`src/panc_pkg.sv`:
```
// package: constants and types for the port autoneg advert control
package panc_pkg;
  // ability vector bit positions
  localparam int ABIL_W       = 6;
  localparam int AB_10HD      = 0;
  localparam int AB_10FD      = 1;
  localparam int AB_100HD     = 2;
  localparam int AB_100FD     = 3;
  localparam int AB_1000HD    = 4;
  localparam int AB_1000FD    = 5;
  localparam logic [5:0] ABIL_ALL = 6'h3f;
  // speed codes
  localparam logic [1:0] SPD_10   = 2'h0;
  localparam logic [1:0] SPD_100  = 2'h1;
  localparam logic [1:0] SPD_1000 = 2'h2;
  // flow control advert codes
  localparam logic FC_NONE = 1'b0;
  localparam logic FC_ASYM = 1'b1;
  // register offsets
  localparam logic [3:0] OFS_CTRL   = 4'h0;
  localparam logic [3:0] OFS_ADV    = 4'h1;
  localparam logic [3:0] OFS_STATUS = 4'h2;
  localparam logic [3:0] OFS_LINK   = 4'h3;
  // control field positions
  localparam int CTRL_AN_EN   = 0;
  localparam int CTRL_CUSTOM  = 1;
  localparam int CTRL_FC      = 2;
  localparam int CTRL_RESTART = 3;
  // reset values
  localparam logic [7:0] CTRL_RST = 8'h01;
  localparam logic [7:0] ADV_RST  = 8'h3f;
  // link settle time and cycle count at 40 MHz
  localparam int CLK_MHZ       = 40;
  localparam int SETTLE_US     = 10;
  localparam int SETTLE_CYCLES = SETTLE_US * CLK_MHZ;
  typedef enum logic [2:0] {
    PANC_IDLE, PANC_EXCH, PANC_SENSE, PANC_UP, PANC_DOWN
  } panc_state_e;
endpackage

```
`src/panc_res_if.sv`:
```
// interface: resolver inputs and result between the modules
`timescale 1ns/1ps
interface panc_res_if;
  logic [5:0] local_adv;
  logic [5:0] partner_adv;
  logic       found;
  logic [1:0] speed;
  logic       full_dup;
  modport ctrl (output local_adv, output partner_adv,
                input found, input speed, input full_dup);
  modport res  (input local_adv, input partner_adv,
                output found, output speed, output full_dup);
endinterface

```
`src/panc_top.sv`:
```
// module: per-port autoneg advertisement and link setup control
`timescale 1ns/1ps
module panc_top
  import panc_pkg::*;
#(
  parameter int SETTLE = SETTLE_CYCLES
) (
  // clock and reset
  input  wire logic       clk_in,
  input  wire logic       nrst_in,
  // register port
  input  wire logic [3:0] addr_in,
  input  wire logic [7:0] wdata_in,
  input  wire logic       wr_in,
  input  wire logic       rd_in,
  output logic      [7:0] rdata_out,
  // link side, from the phy pins
  input  wire logic       partner_an_in,
  input  wire logic [5:0] partner_adv_in,
  input  wire logic       sense_valid_in,
  input  wire logic [1:0] sense_speed_in,
  input  wire logic       sense_dup_known_in,
  input  wire logic       sense_full_in,
  input  wire logic       pair_swapped_in,
  input  wire logic       pol_reversed_in,
  // link results
  output logic      [5:0] adv_out,
  output logic            adv_fc_out,
  output logic            link_up_out,
  output logic      [1:0] speed_out,
  output logic            full_dup_out,
  output logic            mdix_out,
  output logic            pol_inv_out
);
  import panc_pkg::*;

  logic [1:0] rst_sync_reg;
  wire        rst_n;
  always_ff @(posedge clk_in or negedge nrst_in) begin
    if (!nrst_in) rst_sync_reg <= 2'b00;
    else          rst_sync_reg <= {rst_sync_reg[0], 1'b1};
  end
  assign rst_n = rst_sync_reg[1];

  // pin synchronisers, two stages
  localparam int PW = 15;
  logic [PW-1:0] pin_s1_reg;
  logic [PW-1:0] pin_s2_reg;
  wire  [PW-1:0] pin_raw;
  assign pin_raw = {partner_an_in, partner_adv_in, sense_valid_in,
                    sense_speed_in, sense_dup_known_in, sense_full_in,
                    pair_swapped_in, pol_reversed_in, 1'b0};
  always_ff @(posedge clk_in or negedge rst_n) begin
    if (!rst_n) begin
      pin_s1_reg <= '0;
      pin_s2_reg <= '0;
    end else begin
      pin_s1_reg <= pin_raw;
      pin_s2_reg <= pin_s1_reg;
    end
  end
  wire       p_an      = pin_s2_reg[14];
  wire [5:0] p_adv     = pin_s2_reg[13:8];
  wire       s_valid   = pin_s2_reg[7];
  wire [1:0] s_speed   = pin_s2_reg[6:5];
  wire       s_known   = pin_s2_reg[4];
  wire       s_full    = pin_s2_reg[3];
  wire       p_swapped = pin_s2_reg[2];
  wire       p_polrev  = pin_s2_reg[1];

  // software registers
  logic [7:0] ctrl_reg;
  logic [7:0] ctrl_next;
  logic [5:0] cadv_reg;
  logic       restart_reg;
  wire        wr_ctrl = wr_in && (addr_in == OFS_CTRL);
  wire        wr_adv  = wr_in && (addr_in == OFS_ADV);
  wire        an_en   = ctrl_reg[CTRL_AN_EN];
  assign ctrl_next = {4'h0, 1'b0, wdata_in[2:0]};
  always_ff @(posedge clk_in or negedge rst_n) begin
    if (!rst_n) begin
      ctrl_reg    <= CTRL_RST;
      cadv_reg    <= ADV_RST[5:0];
      restart_reg <= 1'b0;
    end else begin
      if (wr_ctrl) ctrl_reg <= ctrl_next;
      if (wr_adv)  cadv_reg <= wdata_in[5:0];
      restart_reg <= wr_ctrl && wdata_in[CTRL_RESTART];
    end
  end

  // configured advert: all modes or the custom set
  wire [5:0] cfg_adv = ctrl_reg[CTRL_CUSTOM] ? cadv_reg : ABIL_ALL;

  // active advert latched only at restart
  logic [5:0] adv_reg;
  logic       fc_reg;
  always_ff @(posedge clk_in or negedge rst_n) begin
    if (!rst_n) begin
      adv_reg <= ABIL_ALL;
      fc_reg  <= FC_NONE;
    end else if (restart_reg) begin
      adv_reg <= cfg_adv;
      fc_reg  <= ctrl_reg[CTRL_FC];
    end
  end

  // resolver
  panc_res_if ri ();
  assign ri.local_adv   = adv_reg;
  assign ri.partner_adv = p_adv;
  panc_resolve u_res (
    .ri (ri)
  );

  // negotiation sequencer
  panc_state_e st_reg;
  panc_state_e st_next;
  logic [15:0] cnt_reg;
  logic        link_reg;
  logic [1:0]  spd_reg;
  logic        fd_reg;
  wire         settled = (cnt_reg == 16'(SETTLE - 1));

  always_comb begin
    st_next = st_reg;
    case (st_reg)
      PANC_IDLE:  st_next = !an_en ? PANC_SENSE
                          : (p_an ? PANC_EXCH : PANC_SENSE);
      PANC_EXCH:  if (settled) st_next = ri.found ? PANC_UP
                                                  : PANC_DOWN;
      PANC_SENSE: if (s_valid) st_next = PANC_UP;
      PANC_UP:    st_next = PANC_UP;
      PANC_DOWN:  st_next = PANC_DOWN;
      default:    st_next = PANC_IDLE;
    endcase
    if (restart_reg) st_next = PANC_IDLE;
  end

  always_ff @(posedge clk_in or negedge rst_n) begin
    if (!rst_n) begin
      st_reg  <= PANC_IDLE;
      cnt_reg <= 16'h0000;
    end else begin
      st_reg  <= st_next;
      cnt_reg <= (st_reg == PANC_EXCH && !settled) ?
                 cnt_reg + 16'h0001 : 16'h0000;
    end
  end

  // link result; a non-common advert keeps the link down
  always_ff @(posedge clk_in or negedge rst_n) begin
    if (!rst_n) begin
      link_reg <= 1'b0;
      spd_reg  <= SPD_10;
      fd_reg   <= 1'b0;
    end else if (st_reg == PANC_EXCH && settled) begin
      link_reg <= ri.found;
      spd_reg  <= ri.speed;
      fd_reg   <= ri.full_dup;
    end else if (st_reg == PANC_SENSE && s_valid) begin
      link_reg <= 1'b1;
      spd_reg  <= s_speed;
      fd_reg   <= s_known && s_full;
    end else if (st_next == PANC_IDLE) begin
      link_reg <= 1'b0;
    end
  end

  // crossover and polarity correction gated by the autoneg enable bit
  logic mdix_reg;
  logic pol_reg;
  always_ff @(posedge clk_in or negedge rst_n) begin
    if (!rst_n) begin
      mdix_reg <= 1'b0;
      pol_reg  <= 1'b0;
    end else begin
      mdix_reg <= an_en && p_swapped;
      pol_reg  <= an_en && p_polrev;
    end
  end

  // read port, data valid one cycle after the strobe
  wire [7:0] status_w = {3'h0, pol_reg, mdix_reg, 3'(st_reg)};
  wire [7:0] link_w   = {4'h0, fd_reg, spd_reg, link_reg};
  wire [7:0] rd_mux   = (addr_in == OFS_CTRL)   ? ctrl_reg
                      : (addr_in == OFS_ADV)    ? {2'h0, cadv_reg}
                      : (addr_in == OFS_STATUS) ? status_w
                      : (addr_in == OFS_LINK)   ? link_w : 8'h00;
  always_ff @(posedge clk_in or negedge rst_n) begin
    if (!rst_n) rdata_out <= 8'h00;
    else        rdata_out <= rd_in ? rd_mux : 8'h00;
  end

  // outputs straight from flops
  assign adv_out      = adv_reg;
  assign adv_fc_out   = fc_reg;
  assign link_up_out  = link_reg;
  assign speed_out    = spd_reg;
  assign full_dup_out = fd_reg;
  assign mdix_out     = mdix_reg;
  assign pol_inv_out  = pol_reg;
endmodule // panc_top

```
`src/panc_resolve.sv`:
```
// module: highest common ability resolver
`timescale 1ns/1ps
module panc_resolve
  import panc_pkg::*;
(
  panc_res_if.res ri
);
  wire [5:0] common;
  assign common = ri.local_adv & ri.partner_adv;
  // walk down from 1000 full to the first shared mode
  always_comb begin
    ri.found    = 1'b1;
    ri.speed    = SPD_10;
    ri.full_dup = 1'b0;
    if (common[AB_1000FD]) begin
      ri.speed    = SPD_1000;
      ri.full_dup = 1'b1;
    end else if (common[AB_1000HD]) begin
      ri.speed    = SPD_1000;
    end else if (common[AB_100FD]) begin
      ri.speed    = SPD_100;
      ri.full_dup = 1'b1;
    end else if (common[AB_100HD]) begin
      ri.speed    = SPD_100;
    end else if (common[AB_10FD]) begin
      ri.full_dup = 1'b1;
    end else if (!common[AB_10HD]) begin
      ri.found    = 1'b0;
    end
  end
endmodule // panc_resolve

```
`config.mk`:
```
export PLATFORM = sky130hd
export DESIGN_NAME = panc_top
export DESIGN_NICKNAME = d
export VERILOG_FILES = /design/src/panc_pkg.sv /design/src/panc_res_if.sv /design/src/panc_top.sv /design/src/panc_resolve.sv
export SDC_FILE = /design/constraint.sdc
export NUM_CORES = 1
export LEC_CHECK = 0
export ABC_AREA = 1
export BUFFER_PORTS_ARGS = -buffer_cell sky130_fd_sc_hd__clkbuf_2
export CORE_ASPECT_RATIO = 1.1
export CORE_MARGIN = 3
export CORE_UTILIZATION = 32
export DETAILED_ROUTE_END_ITERATION = 8
export SYNTH_ARGS = -nofsm -noshare
export SYNTH_HDL_FRONTEND = slang
export SYNTH_SLANG_ARGS = --single-unit
```
`constraint.sdc`:
```
create_clock -name clk_in -period 4.15 [get_ports clk_in]
set_input_delay 1.245 -clock clk_in [delete_from_list [all_inputs] [get_ports clk_in]]
set_output_delay 1.245 -clock clk_in [all_outputs]
set_load 0.01 [all_outputs]
```
* Word-level counts from Yosys, hierarchy flattened
Index checks and enable logic that the tools add are counted.
** Cells by class
- Add/sub/neg operators :: 1
- $mul :: 0
- Div/mod/pow operators :: 0
- Order comparisons :: 0
- Equal/unequal tests :: 8
- Shifts and indexed selects :: 0
- Multiplexer cells :: 36
- Bitwise operators :: 1
- Reductions and logical operators :: 15
** Operator list (count)
- $mux W6 :: 4
- $mux W1 :: 17
- $add A16 B1 Y16 const B :: 1
- $eq A16 B9 Y1 const B :: 1
- $mux W16 :: 1
- $pmux W3 S5 :: 1
- $mux W2 :: 7
- $mux W3 :: 4
- $logic_and A1 B1 Y1 :: 9
- $eq A4 B2 Y1 const B :: 2
- $and A6 B6 Y6 :: 1
- $eq A3 B2 Y1 const B :: 2
- $logic_not A3 Y1 :: 2
- $mux W5 :: 1
- $eq A4 B1 Y1 const B :: 1
- $logic_not A4 Y1 :: 1
- $mux W4 :: 1
- $eq A3 B1 Y1 const B :: 1
- $eq A3 B3 Y1 const B :: 1
- $reduce_bool A3 Y1 :: 1
- $reduce_bool A2 Y1 :: 1
- $logic_not A1 Y1 :: 1
** Storage, ports and cells
- Register bits :: 78
- Bits in latches :: 0
- RAM bits :: 0
- Bits in read-only memories :: 0
- Input port bits :: 30
- Output and inout bits :: 21
- Logic and storage cells :: 77
- Memories kept :: 0

* Logic depth before layout (Yosys ltp)
- Depth in word-level cells :: 15
- Mapped depth :: 9
- Mapped depth without buffers :: 9

* Modules after synthesis
Synthesis repeated with hierarchy kept, for this count alone.
** Unflattened totals
- Cell total of the unflattened synthesis :: 338
- Area, all modules :: 3240.6 sq um
** By module, submodules not included
- panc_top :: times used 1, cells an instance 322, area each 3163.0 sq um, sequential area each 1968.1 sq um
- panc_resolve :: times used 1, cells an instance 16, area each 77.6 sq um, sequential area each 0.0 sq um

* Least setup slack after synthesis
No wires, ideal clock.
- Kind :: input -> register
- From :: in addr_in[2]
- To :: reg cadv_reg[4]
- Library setup time :: 73 ps
- Arrival time :: 2019 ps
- Required time :: 4077 ps
- Path slack :: 2058 ps
- Stages :: 8
- Buffers on the path :: 1
- Path through :: inv_1 > nand2_1 > nor2_2 > nand2_2 > inv_2 > nand2_2 > buf_2 > a21oi_1
** Between the ends
- Cells in the longest elaborated chain, start to end :: 2
** RTL lines
- from (decl) :: line panc_top.sv:12 : input wire logic [3:0] addr_in,
- $eq A4 B1 Y1 :: line panc_top.sv:77 : wire wr_adv = wr_in && (addr_in == OFS_ADV);
- $logic_and A1 B1 Y1 :: line panc_top.sv:77
- to (signal assigned) :: line panc_top.sv:83 : cadv_reg <= ADV_RST[5:0];
- to (signal assigned) :: line panc_top.sv:87 : if (wr_adv) cadv_reg <= wdata_in[5:0];
- to (decl) :: line panc_top.sv:74 : logic [5:0] cadv_reg;
No other way between the ends.
A chain may end at the register's enable or synchronous reset.

* Final worst setup path
- From :: reg adv_reg[1] (netlist: adv_out[1])
- To :: out adv_out[1]
** RTL lines
- from (decl) :: line panc_top.sv:96 : logic [5:0] adv_reg;
- from (signal assigned) :: line panc_top.sv:103 : adv_reg <= cfg_adv;
- to (decl) :: line panc_top.sv:27 : output logic [5:0] adv_out,
No word-level cell between the ends.

==> summary.txt <==
Die
  – Initial Util: 33.63%
  – Die ar.: 0.01131 mm²
  – Core area: 0.009583 mm²
  – Row cnt: 37
  – Die Width: 101.7 µm
  – Die Y: 111.3 µm
  – Num ports: 51

Final layout
  – Fillcell total: 980
  – Commonest non-fill, non-tap cell in the layout: nand2_1
  – Final Cell Area: 0.003754 mm²
  – Max reg flops: 16
  – Nets@finish: 419
  – Syn-to-layout area delta: 16.46%
  – Utilization after layout: 39.17%
  – N_diodes: 0
  – Share of cells above drive strength 1: 26.46%
  – Most frequent cells in the layout: nand2_1, dfrtp_1, clkbuf_2

Run status
  – Status: finished, final reports clean

Drt
  – First DRT Iteration DRCs: 121
  – DR WL/cell: 12.69 µm
  – Number of nets with antenna violations after routing: 0
  – Vias: 2327
  – Post-Route WL: 6474 µm
  – Drt pass-1 iters: 4
  – Avg Vias per Cell: 4.563
  – DRC: 0

CTS
  – CTS sink count: 78
  – Post-cts resize count: 0
  – CTS Buf Count: 9
  – Clock root buffer: clkbuf_8
  – Hold buffers post-CTS: 0
  – TritonCTS clock tree: built
  – Clock slew at reported path FFs: 0.09 ns
  – Setup repair bufs after CTS: 0
  – # H-tree levels: 3
  – Worst-Skew Late Latency: 0.35 ns
  – Worst-case clock buffer depth: 2

Timing
  – Skew final: 0.01224 ns
  – Fmax: 431.2 MHz
  – RSZ-0062 raised after global routing: no
  – Worst slew margin: 36.92%
  – Tcrit/Tclk final: 55.88%
  – Final number of max-transition violations: 0
  – Fin crit period: 2.319 ns
  – Final hold violation count: 0
  – Setup violations, final: 0
  – Slew of the pin with the lowest slew margin: 0.9462 ns
  – Setup TNS: 0 ns
  – Worst hold slack: 0.3476 ns

Synthesis
  – Post-synth ARST share: 100.0%
  – Number of flops mapped to enable cells by yosys: 0
  – Syn Area/Cell: 9.621 µm²
  – FF+latch count, synth: 78
  – Seq/Total Area, Yosys: 61.06%
  – Yosys Warn Count: 0
  – Synth cell types: 35
  – Mapped Area: 0.003223 mm²
  – Synth Flop Type: dfrtp_1
  – Post-Synthesis Cells: 335

Global routing
  – All-Layer GR Usage: 12.68%
  – Vias in the first global route: 2335
  – First-pass GRT wire length: 11240 µm
  – Initial antenna violation count: 0
  – Gr ovfl total: 0
  – Met1 GRT Util: 18.29%
  – Pin count of the biggest net entering global routing: 45
  – M2 GR Usage: 17.89%
  – Gr busiest metal: met1
  – Grt met3 use: 3.210%

Power
  – Worst vdd ir: 0.2360 mV
  – Leakage power: 1.782 nW
  – Pwr dens: 467.6 mW/mm²

Worst setup path
  – Crit Path Max Fanout: 4
  – Worst stage delay on the critical path: 0.58 ns
  – Required time worst endpoint: 2.90 ns
  – Worst Setup SP: adv_out[1]
  – Critical path's slowest cell: dfstp_2
  – Reg-to-Reg Start: cnt_reg[0]
  – Crit-path cells: clkbuf_2
  – Setup crit start kind: flip-flop
  – Kind of critical path: flip-flop to primary output
  – CP Buf/Inv Count: 1
  – Top Family by Delay on Critical Path: flip-flops
  – WP data arrival: 1.07 ns
  – CP endpoint kind: primary output

Min path
  – Hold path start: pin_s1_reg[1]
  – Worst hold-check path type: flip-flop to flip-flop

Placed design
  – Buffers added on ports: 46
  – HPWL after DPL: 4815 µm
  – Placed instance area: 0.003572 mm²
  – Gp weighted congestion: 0.8191

Flow run
  – Maxcap violations: 0
==> metal layers <==
metal | part of all wire (%) | up-vias
met5 | 0 | -
met4 | 1.3 | 0
met3 | 4.2 | 6
met2 | 45 | 46
met1 | 49 | 1100
li1 | - | 1175
==> worst reg2reg max path, delay by kind of cell (launching register included) <==
family,cells,cell delay [ns]
and+or+nand+nor,7,0.86
DFF,1,0.39
adders and majority gates,1,0.22
==> per-stage QoR <==
step                      worst slack (ns)  std cells  power [mW]
after detailed placement             1.883        494       1.251
after global routing                 1.782        510       1.881
after global placement               1.900        494       1.244
after floorplan                      1.840        336       1.136
after CTS                            1.809        510       1.780
final                                1.831        510       1.755
==> final timing paths <==
path,to,slack (ns),cells past startpoint
worst max-delay path,adv_out[1],1.83,1
worst min-delay path,pin_s2_reg[1],0.35,0
worst max register to register,st_reg[0],2.55,8
worst min register to register,pin_s2_reg[1],0.35,0
max in group asynchronous,adv_out[3],2.73,1
min in group asynchronous,cnt_reg[2],0.43,0
==> where the power goes <==
group	total, mW	internal [mW]	switching (mW)
Sequential	0.952	0.867	0.0847
Clock	0.524	0.224	0.299
Combinational	0.279	0.106	0.174
Total	1.76	1.20	0.558
==> kinds of logic (layout without fill, tap and decap cells) <==
| logic type | count (synthesis) | count (layout) | share of synthesized area [%] |
|---|---|---|---|
| XOR/XNOR | 5 | 5 | 1.359 |
| buffers and inverters | 45 | 102 | 5.784 |
| AO/OA/AOI/OAI | 33 | 33 | 5.629 |
| multiplexers | 1 | 1 | 0.3494 |
| flip-flops | 78 | 78 | 61.06 |
| AND/OR/NAND/NOR | 170 | 170 | 25.19 |
| other | 2 | 3 | 0.2330 |
| adder cells (fa/ha/maj) | 1 | 1 | 0.3881 |
==> cells in the mapped netlist (5+ instances only) <==
| cell | count | share of area, % |
|---|---|---|
| nand2_1 | 68 | 7.9 |
| dfrtp_1 | 65 | 50 |
| nor2_1 | 45 | 5.2 |
| inv_1 | 35 | 4.1 |
| nand3_1 | 16 | 2.5 |
| dfstp_2 | 13 | 11 |
| a21oi_1 | 11 | 1.7 |
| o21ai_0 | 11 | 1.7 |
| nand4_1 | 10 | 1.9 |
| nor2_2 | 7 | 1.4 |
| nor3_1 | 6 | 0.93 |
| o21ai_1 | 5 | 0.78 |
==> layout make-up <==
type / count / area [µm²] / area share (%)
Sequential cell: 78 / 1969 / 52.47
Multi-Input combinational cell: 213 / 1072 / 28.57
Timing Repair Buffer: 47 / 237.7 / 6.333
Inverter: 39 / 146.4 / 3.900
Tap cell: 117 / 146.4 / 3.900
Clock buffer: 9 / 123.9 / 3.300
Clock inverter: 7 / 57.56 / 1.533
Power figures use the tool's default switching activity.
